**config.mk**
```make
export PLATFORM = sky130hd
export DESIGN_NAME = codec_irq_ctrl
export DESIGN_NICKNAME = d
export VERILOG_FILES = /design/src/codec_irq_pkg.sv /design/src/flag_bank.sv /design/src/codec_irq_ctrl.sv
export SDC_FILE = /design/constraint.sdc
export NUM_CORES = 1
export LEC_CHECK = 0
export BUFFER_PORTS_ARGS = -buffer_cell sky130_fd_sc_hd__clkbuf_2
export CORE_MARGIN = 2
export CORE_UTILIZATION = 45
export CTS_BUF_LIST = sky130_fd_sc_hd__clkbuf_8
export DETAILED_ROUTE_END_ITERATION = 7
export PLACE_DENSITY = 0.76
export REMOVE_ABC_BUFFERS = 1
export SETUP_SLACK_MARGIN = 0.05
export SYNTH_ARGS = -nofsm -noshare
export SYNTH_HDL_FRONTEND = slang
export SYNTH_HIERARCHICAL = 1
export SYNTH_SLANG_ARGS = --single-unit
```
**constraint.sdc**
```tcl
create_clock -name clk_sys -period 1.55 [get_ports clk_sys]
set_clock_uncertainty 0.05 [all_clocks]
set_input_delay 0 -clock clk_sys [delete_from_list [all_inputs] [get_ports clk_sys]]
set_output_delay 0 -clock clk_sys [all_outputs]
set_load 0.005 [all_outputs]
```
**src/codec_irq_pkg.sv**
```systemverilog
package codec_irq_pkg;

   // Register addresses on the control port
   localparam logic [6:0] RX_FLAGS_ADDR = 7'h18;
   localparam logic [6:0] RX_EN_ADDR = 7'h19;
   localparam logic [6:0] CVT_FLAGS_ADDR = 7'h1A;
   localparam logic [6:0] CVT_EN_ADDR = 7'h1B;
   localparam logic [6:0] SUM_ADDR = 7'h1C;
   localparam logic [6:0] SUM_EN_ADDR = 7'h1D;

   // Receiver fault flag positions
   localparam int RX_VALIDITY_BIT = 7;
   localparam int RX_EMPHASIS_BIT = 6;
   localparam int RX_NONAUDIO_BIT = 5;
   localparam int RX_PREAMBLE_BIT = 4;
   localparam int RX_CHECKSUM_BIT = 3;
   localparam int RX_ABSENT_BIT = 2;
   localparam int RX_LINECODE_BIT = 1;
   localparam int RX_LOCK_BIT = 0;
   // Receiver flags that latch events; the rest follow a state
   localparam logic [7:0] RX_STICKY = 8'h0A;

   // Converter fault flag positions
   localparam int CVT_SLOW_BIT = 3;
   localparam int CVT_LCLIP_BIT = 2;
   localparam int CVT_RCLIP_BIT = 1;
   localparam int CVT_CLICK_BIT = 0;
   localparam logic [3:0] CVT_STICKY = 4'hE;
   localparam logic [3:0] CVT_EN_USED = 4'h7;

   // Summary bit positions
   localparam int SUM_CVT_BIT = 7;
   localparam int SUM_TXCOL_BIT = 6;
   localparam int SUM_TXUB_BIT = 5;
   localparam int SUM_TXBLK_BIT = 4;
   localparam int SUM_MISMATCH_BIT = 3;
   localparam int SUM_RXUB_BIT = 2;
   localparam int SUM_RXBLK_BIT = 1;
   localparam int SUM_RX_BIT = 0;
   // Summary bits that may drive the interrupt output
   localparam logic [7:0] SUM_IRQ_USED = 8'hF7;

   // Reset values and unmapped read value
   localparam logic [7:0] RX_EN_RESET = 8'h00;
   localparam logic [3:0] CVT_EN_RESET = 4'h0;
   localparam logic [7:0] SUM_EN_RESET = 8'h00;
   localparam logic [7:0] SUM_RESET = 8'h00;
   localparam logic [7:0] UNMAPPED_DATA = 8'h00;

endpackage

```
**src/flag_bank.sv**
```systemverilog
`timescale 1ns/10ps
module flag_bank
   import codec_irq_pkg::*;
#(
   parameter int WIDTH = 8,
   parameter logic [WIDTH-1:0] STICKY = '0
) (
   // Clock and reset
   input wire logic clk_sys,
   input wire logic rst_b,
   // Sources: pulses on sticky bits, levels on state bits
   input wire logic [WIDTH-1:0] flag_in,
   // Read of the flag register clears sticky bits and pending requests
   input wire logic rd_clr,
   input wire logic [WIDTH-1:0] enable,
   // Flag register view and combined interrupt
   output logic [WIDTH-1:0] flags,
   output logic irq_any
);

   typedef struct packed {
      logic [WIDTH-1:0] flags;
      logic [WIDTH-1:0] last;
      logic [WIDTH-1:0] pend;
      logic irq;
   } bank_s;

   bank_s q;
   bank_s d;
   logic [WIDTH-1:0] clr_v;
   logic [WIDTH-1:0] cause;

   always_comb begin
      clr_v = {WIDTH{rd_clr}};
      d = q;
      d.last = flag_in;
      // Sticky bits: set wins over the clearing read
      d.flags = (STICKY & ((q.flags & ~clr_v) | flag_in))
         | (~STICKY & flag_in);
      // State bits: only a change raises a new request
      d.pend = ((q.pend & ~clr_v) | (flag_in ^ q.last)) & ~STICKY;
      cause = (STICKY & q.flags) | (~STICKY & q.pend);
      d.irq = |(cause & enable);
   end

   always_ff @(posedge clk_sys or negedge rst_b) begin
      if (!rst_b) begin
         q <= '0;
      end else begin
         q <= d;
      end
   end

   assign flags = q.flags;
   assign irq_any = q.irq;

endmodule // flag_bank

```
**src/codec_irq_ctrl.sv**
```systemverilog
`timescale 1ns/10ps
// Function
// [RULE1] Receiver mask bit 1 lets its flag interrupt; 0 blocks it.
// [RULE2] Receiver mask bits match flag positions: validity bit 7, lock bit 0.
// [RULE3] Converter too-slow flag, bit 3, sets when convolution cycles run short.
// [RULE4] Left clip flag, bit 2, sets on clipping and holds until read.
// [RULE5] Right clip flag, bit 1, sets on clipping and holds until read.
// [RULE6] Click-risk flag, bit 0, follows fast mode; interrupts only on change.
// [RULE7] Host should mute converter output while fast mode is shown.
// [RULE8] Converter enables at bits 2..0; too-slow unmasked; bits 7..3 reserved.
// [RULE9] Summary bit 7 sets on converter interrupt, holds until summary read.
// [RULE10] Host reads converter flags promptly after summary bit 7.
// [RULE11] Summary bit 6 sets on status buffer write during copy.
// [RULE12] Summary bit 5 sets on transmit user buffer empty, holds until read.
// [RULE13] Summary bit 4 sets when status block sent, holds until read.
// [RULE14] Summary bit 3 sets on A/B status mismatch; never interrupts.
// [RULE15] Summary bit 2 sets on new receiver user block, holds until read.
// [RULE16] Summary bit 1: every new block if select 0, changes only if 1.
// [RULE17] Summary bit 0 sets on receiver interrupt, holds until summary read.
// [RULE18] Host reads receiver flags promptly after summary bit 0.
// [RULE19] Summary mask bit 1 lets its status bit interrupt; 0 records only.
// [RULE20] Line-code fault flag sets on biphase or parity error, holds until read.
// [RULE21] Lock, absent, emphasis flags keep value; interrupt again only on change.
// [RULE22] One interrupt output while any enabled status bit is set.
module codec_irq_ctrl
   import codec_irq_pkg::*;
(
   // Clock and reset
   input wire logic clk_sys,
   input wire logic rst_b,
   // Control port register access
   input wire logic [6:0] reg_addr,
   input wire logic reg_wr,
   input wire logic reg_rd,
   input wire logic [7:0] reg_wdata,
   output logic [7:0] reg_rdata,
   // Receiver condition inputs
   input wire logic receive_validity_flag,
   input wire logic rx_emphasis_state,
   input wire logic rx_nonaudio_state,
   input wire logic rx_preamble_state,
   input wire logic status_checksum_fault,
   input wire logic input_absent_flag,
   input wire logic rx_line_code_fault,
   input wire logic rx_lock_state,
   // Converter condition inputs
   input wire logic cvt_clock_too_slow,
   input wire logic left_clip_flag,
   input wire logic right_clip_flag,
   input wire logic click_risk_flag,
   // Buffer and channel status events
   input wire logic tx_status_write_collision,
   input wire logic tx_user_buffer_empty,
   input wire logic tx_status_block_done,
   input wire logic rx_status_mismatch,
   input wire logic rx_user_block_ready,
   input wire logic rx_status_block_new,
   input wire logic rx_status_changed,
   input wire logic rx_status_event_select,
   // Interrupt output
   output logic irq_out
);

   typedef struct packed {
      logic [7:0] rx_en;
      logic [3:0] cvt_en;
      logic [7:0] sum_en;
      logic [7:0] summary;
      logic [7:0] rdata;
      logic irq;
   } ctrl_s;

   ctrl_s q;
   ctrl_s d;

   logic [7:0] rx_in;
   logic [3:0] cvt_in;
   logic [7:0] rx_flags;
   logic [3:0] cvt_flags;
   logic rx_irq;
   logic cvt_irq;
   logic rx_rd;
   logic cvt_rd;
   logic sum_rd;
   logic [7:0] sum_set;

   function automatic logic hit(input logic [6:0] addr,
                                input logic [6:0] target);
      hit = (addr == target);
   endfunction

   // Receiver flag sources in register bit order
   always_comb begin
      rx_in = '0;
      rx_in[RX_VALIDITY_BIT] = receive_validity_flag; // RULE2
      rx_in[RX_EMPHASIS_BIT] = rx_emphasis_state;
      rx_in[RX_NONAUDIO_BIT] = rx_nonaudio_state;
      rx_in[RX_PREAMBLE_BIT] = rx_preamble_state;
      rx_in[RX_CHECKSUM_BIT] = status_checksum_fault;
      rx_in[RX_ABSENT_BIT] = input_absent_flag;
      rx_in[RX_LINECODE_BIT] = rx_line_code_fault; // RULE20
      rx_in[RX_LOCK_BIT] = rx_lock_state; // RULE2
   end

   always_comb begin
      cvt_in = '0;
      cvt_in[CVT_SLOW_BIT] = cvt_clock_too_slow; // RULE3
      cvt_in[CVT_LCLIP_BIT] = left_clip_flag; // RULE4
      cvt_in[CVT_RCLIP_BIT] = right_clip_flag; // RULE5
      cvt_in[CVT_CLICK_BIT] = click_risk_flag; // RULE6
   end

   assign rx_rd = reg_rd && hit(reg_addr, RX_FLAGS_ADDR);
   assign cvt_rd = reg_rd && hit(reg_addr, CVT_FLAGS_ADDR);
   assign sum_rd = reg_rd && hit(reg_addr, SUM_ADDR);

   // Receiver flags: checksum and line-code latch, others track state
   flag_bank #(
      .WIDTH(8),
      .STICKY(RX_STICKY)
   ) rx_bank (
      .clk_sys(clk_sys),
      .rst_b(rst_b),
      .flag_in(rx_in), // RULE21
      .rd_clr(rx_rd), // RULE20
      .enable(q.rx_en), // RULE1
      .flags(rx_flags),
      .irq_any(rx_irq)
   );

   // Too-slow has no enable bit, so it never reaches the interrupt
   flag_bank #(
      .WIDTH(4),
      .STICKY(CVT_STICKY)
   ) cvt_bank (
      .clk_sys(clk_sys),
      .rst_b(rst_b),
      .flag_in(cvt_in), // RULE6
      .rd_clr(cvt_rd), // RULE4 RULE5
      .enable({1'b0, q.cvt_en[2:0]}), // RULE8
      .flags(cvt_flags),
      .irq_any(cvt_irq)
   );

   // Summary set sources
   always_comb begin
      sum_set = '0;
      sum_set[SUM_CVT_BIT] = cvt_irq; // RULE9
      sum_set[SUM_TXCOL_BIT] = tx_status_write_collision; // RULE11
      sum_set[SUM_TXUB_BIT] = tx_user_buffer_empty; // RULE12
      sum_set[SUM_TXBLK_BIT] = tx_status_block_done; // RULE13
      sum_set[SUM_MISMATCH_BIT] = rx_status_mismatch; // RULE14
      sum_set[SUM_RXUB_BIT] = rx_user_block_ready; // RULE15
      if (rx_status_event_select) begin
         sum_set[SUM_RXBLK_BIT] = rx_status_changed; // RULE16
      end else begin
         sum_set[SUM_RXBLK_BIT] = rx_status_block_new; // RULE16
      end
      sum_set[SUM_RX_BIT] = rx_irq; // RULE17
   end

   always_comb begin
      d = q;
      // Writes to mask registers; flag registers are read-only
      if (reg_wr) begin
         if (hit(reg_addr, RX_EN_ADDR)) begin
            d.rx_en = reg_wdata; // RULE2
         end else if (hit(reg_addr, CVT_EN_ADDR)) begin
            d.cvt_en = reg_wdata[3:0] & CVT_EN_USED; // RULE8
         end else if (hit(reg_addr, SUM_EN_ADDR)) begin
            d.sum_en = reg_wdata & SUM_IRQ_USED;
         end
      end
      // Read data captured on the read strobe
      if (reg_rd) begin
         if (hit(reg_addr, RX_FLAGS_ADDR)) begin
            d.rdata = rx_flags;
         end else if (hit(reg_addr, RX_EN_ADDR)) begin
            d.rdata = q.rx_en;
         end else if (hit(reg_addr, CVT_FLAGS_ADDR)) begin
            d.rdata = {4'h0, cvt_flags};
         end else if (hit(reg_addr, CVT_EN_ADDR)) begin
            d.rdata = {4'h0, q.cvt_en};
         end else if (hit(reg_addr, SUM_ADDR)) begin
            d.rdata = q.summary;
         end else if (hit(reg_addr, SUM_EN_ADDR)) begin
            d.rdata = q.sum_en;
         end else begin
            d.rdata = UNMAPPED_DATA;
         end
      end
      // Sticky summary: a new event beats the clearing read
      d.summary = (q.summary & ~{8{sum_rd}}) | sum_set; // RULE9 RULE17
      // Mismatch bit is excluded from the enable set
      d.irq = |(q.summary & q.sum_en & SUM_IRQ_USED); // RULE19 RULE22
   end

   always_ff @(posedge clk_sys or negedge rst_b) begin
      if (!rst_b) begin
         q.rx_en <= RX_EN_RESET;
         q.cvt_en <= CVT_EN_RESET;
         q.sum_en <= SUM_EN_RESET;
         q.summary <= SUM_RESET;
         q.rdata <= UNMAPPED_DATA;
         q.irq <= 1'b0;
      end else begin
         q <= d;
      end
   end

   assign reg_rdata = q.rdata;
   assign irq_out = q.irq;
endmodule // codec_irq_ctrl

```
==> results.toml <==
[outcome]
status = "completed"

[yosys]
yosysTopAreaCellShare_pct = 55.2
ys_ff_latch = 56
yosys_warnings = 6
synth.area.top_cells = "dfrtp_1 55%, mux2_2 8.0%, a21o_1 5.6%"
syn_area_sq_mm = 0.00254
synth_top_area_cell = "dfrtp_1"
synth_edf_count = 0
avgSynthCellArea_sq_um = 12.5
synth.distinct_cells = 37
synth-async-reset-ratio_pct = 100
synth_cells = 204
ys_seq_area_share_pct = 55.2
ys.flop_type = "dfrtp_1"

[die]
core_sq_mm = 0.00547
fp.dieW_microns = 79.1
die_y_microns = 79.1
fp-row-count = 27
num_io_pins = 48
dieArea_sq_mm = 0.00626
start_util_pct = 46.4

[worst_setup_path]
crit_required_ns = 1.70
crit_family = "buffers and inverters"
cpPeakStageDelay_ns = 0.56
crit_type = "flop to flop"
critPathArrivalTime_ns = 1.60
critPathLaunchType = "flop"
path_cells = "a221o_1, dlygate4sd3_1"
critPathMaxFanout = 2
crit_slowest_cell = "dlygate4sd3_1"
end_kind = "flop"
path_buf_inv = 1

[placement]
io_buffer_count = 47
gp_congestion = 0.841
dp_slack_ns = -0.000657
hpwl_mm = 4.13

[sta]
fmax_mhz = 693
period_needed_ns = 1.44
grt_setup_unrepaired = "true"
slew_viol_final = 0
min_period_over_period_pct = 93.0
hold_viol = 0
finalSetupViolCount = 0
fin_ws_ns = 0.108

[power_and_ir_drop]
internal_power_uw = 2080
clockPowerShare_pct = 30.4
power.share.sequential_pct = 56.5
combPwrFrac_pct = 13.0
leakagePower_uw = 0.00147
ir_drop_uv = 595
p_sw_share_pct = 26.2
p_per_area_mw_per_mm2 = 870
switchingPower_uw = 739

[grt]
grt_pass1_vias = 1876
overflow = 0
track_usage_pct = 19.4
grt_start_max_net_pins = 57
grt_pass1_wl_mm = 9.29
antenna_found_initial = 0

[route]
antenna_left = 0
drc = 0
totalWireLength_mm = 5.62
drt-pass1-iter-count = 4
vias = 1858
drt_iter0_drc = 94
vias_per_cell = 5.23
wl_per_cell_microns = 15.8

[clocking]
clockBufferDepth = 2
cts_tree = "built"
clkLatencyLatePin_ns = 0.32
cts_made_buffers = 5
clock-root-buffer = "clkbuf_8"
clkSinkCount = 56
cts-htree-levels = 2
cts.clk_slew.worst_paths_ns = 0.10

[finish]
final_nets = 321
utilization_pct = 59.2
layout_common_cells = "56 x dfrtp_1, 47 x clkbuf_2, 28 x dlygate4sd3_1"
area_growth_pct = 27.6
drive_gt1_share_pct = 32.9
diodes = 0
layout_commonest_cell = "dfrtp_1"
n_fill_cell = 473

[run]
cap_violations = 0

[min_path]
hp-class = "primary input to flop"
==> cell usage after synthesis (4+ instances only) <==
master     instances
a2111oi_0          4
a21o_1            19
a21oi_1            4
a22oi_1            8
buf_4             15
dfrtp_1           56
inv_1              7
mux2_2            18
mux2i_1            9
nor2_1             7
nor2b_1            8
o21ai_0            4
o22a_1             4
xor2_1             7
==> kinds of logic after synthesis <==
logic type / after synthesis / synth area share [%]
AOI/OAI and AO/OA: 54 / 15.9
muxes: 27 / 11.5
and+or+nand+nor: 33 / 8.77
buffers and inverters: 26 / 6.11
DFF: 56 / 55.2
other: 1 / 0.148
xor gates and xnor gates: 7 / 2.41
==> timing repair <==
action                                  CTS  global route
buffers inserted                          0             1
endpoints found under the setup margin    0             3
endpoints found under the hold margin    99             0
hold buffers                             28             0
gates resized for setup                   0             2
==> metrics by stage <==
step                      hold slack (ns)  total power (uW)   TNS [ns]  cells  instance area (sq um)
after CTS                           0.119              2840          0    354                   3230
after detailed placement          -0.0253              1940  -0.000657    318                   2850
final                               0.125              2820          0    355                   3240
after floorplan                    -0.346              1740          0    185                   2410
after global placement            -0.0279              1920          0    318                   2850
after global routing                0.147              2950          0    355                   3240
==> power by group through the flow <==
| stage | Combinational (uW) | Sequential [uW] | Clock (uW) |
|---|---|---|---|
| CTS | 369 | 1590 | 880 |
| detailed placement | 314 | 1620 | 0 |
| floorplan | 136 | 1600 | 0 |
| finish | 368 | 1590 | 859 |
| global placement | 306 | 1620 | 0 |
| global route | 408 | 1600 | 940 |
==> worst reg2reg max path: cells and delay by family, from the launching register on <==
kind	cells	cell delay (ns)
AOI/OAI and AO/OA	1	0.33
DFF	1	0.40
buffers and inverters	1	0.56
==> state kept, by name, summed over array words and instances, names as in the netlist <==
| name | count |
|---|---|
| irq_out | 1 |
| rx_bank/irq_any | 1 |
| q | 26 |
| rx_bank/q | 11 |
| cvt_bank/flags | 4 |
| rx_bank/flags | 3 |
| reg_rdata | 8 |
| cvt_bank/irq_any | 1 |
| cvt_bank/q | 1 |
==> per-layer routing <==
metal	vias up	wire, microns	global-route usage (%)
met2	52	2680	32.1
li1	885	-	-
met5	-	0	0
met3	4	231	2.84
met4	0	49	5.69
met1	917	2660	26.8
==> path summary, 6_finish.rpt <==
kind / slack (ns) / from / endpoint / cells past startpoint
setup reg to reg: 0.11 / q[10]$_DFF_PN0_ / q[10]$_DFF_PN0_ / 2
max in group asynchronous: 1.04 / rst_b / q[26]$_DFFE_PN0P_ / 3
hold / removal: 0.13 / reg_rd / reg_rdata[1]$_DFFE_PN0P_ / 3
hold reg to reg: 0.44 / cvt_bank/q[1]$_DFF_PN0_ / cvt_bank/q[1]$_DFF_PN0_ / 1
min in group asynchronous: 0.14 / rst_b / rx_bank/q[14]$_DFF_PN0_ / 3
setup / recovery: 0.11 / q[10]$_DFF_PN0_ / q[10]$_DFF_PN0_ / 2
==> area by class of cell <==
| cell class | count | area, sq um | area share [%] |
|---|---|---|---|
| flip-flops and latches | 56 | 1400 | 43.2 |
| multi-input cells | 122 | 986 | 30.4 |
| repair buffers | 90 | 641 | 19.8 |
| well taps | 72 | 90.1 | 2.78 |
| clock buffers | 5 | 68.8 | 2.12 |
| clock inverters | 3 | 28.8 | 0.888 |
| inverters | 7 | 26.3 | 0.810 |
(Power assumes the default switching activity.)
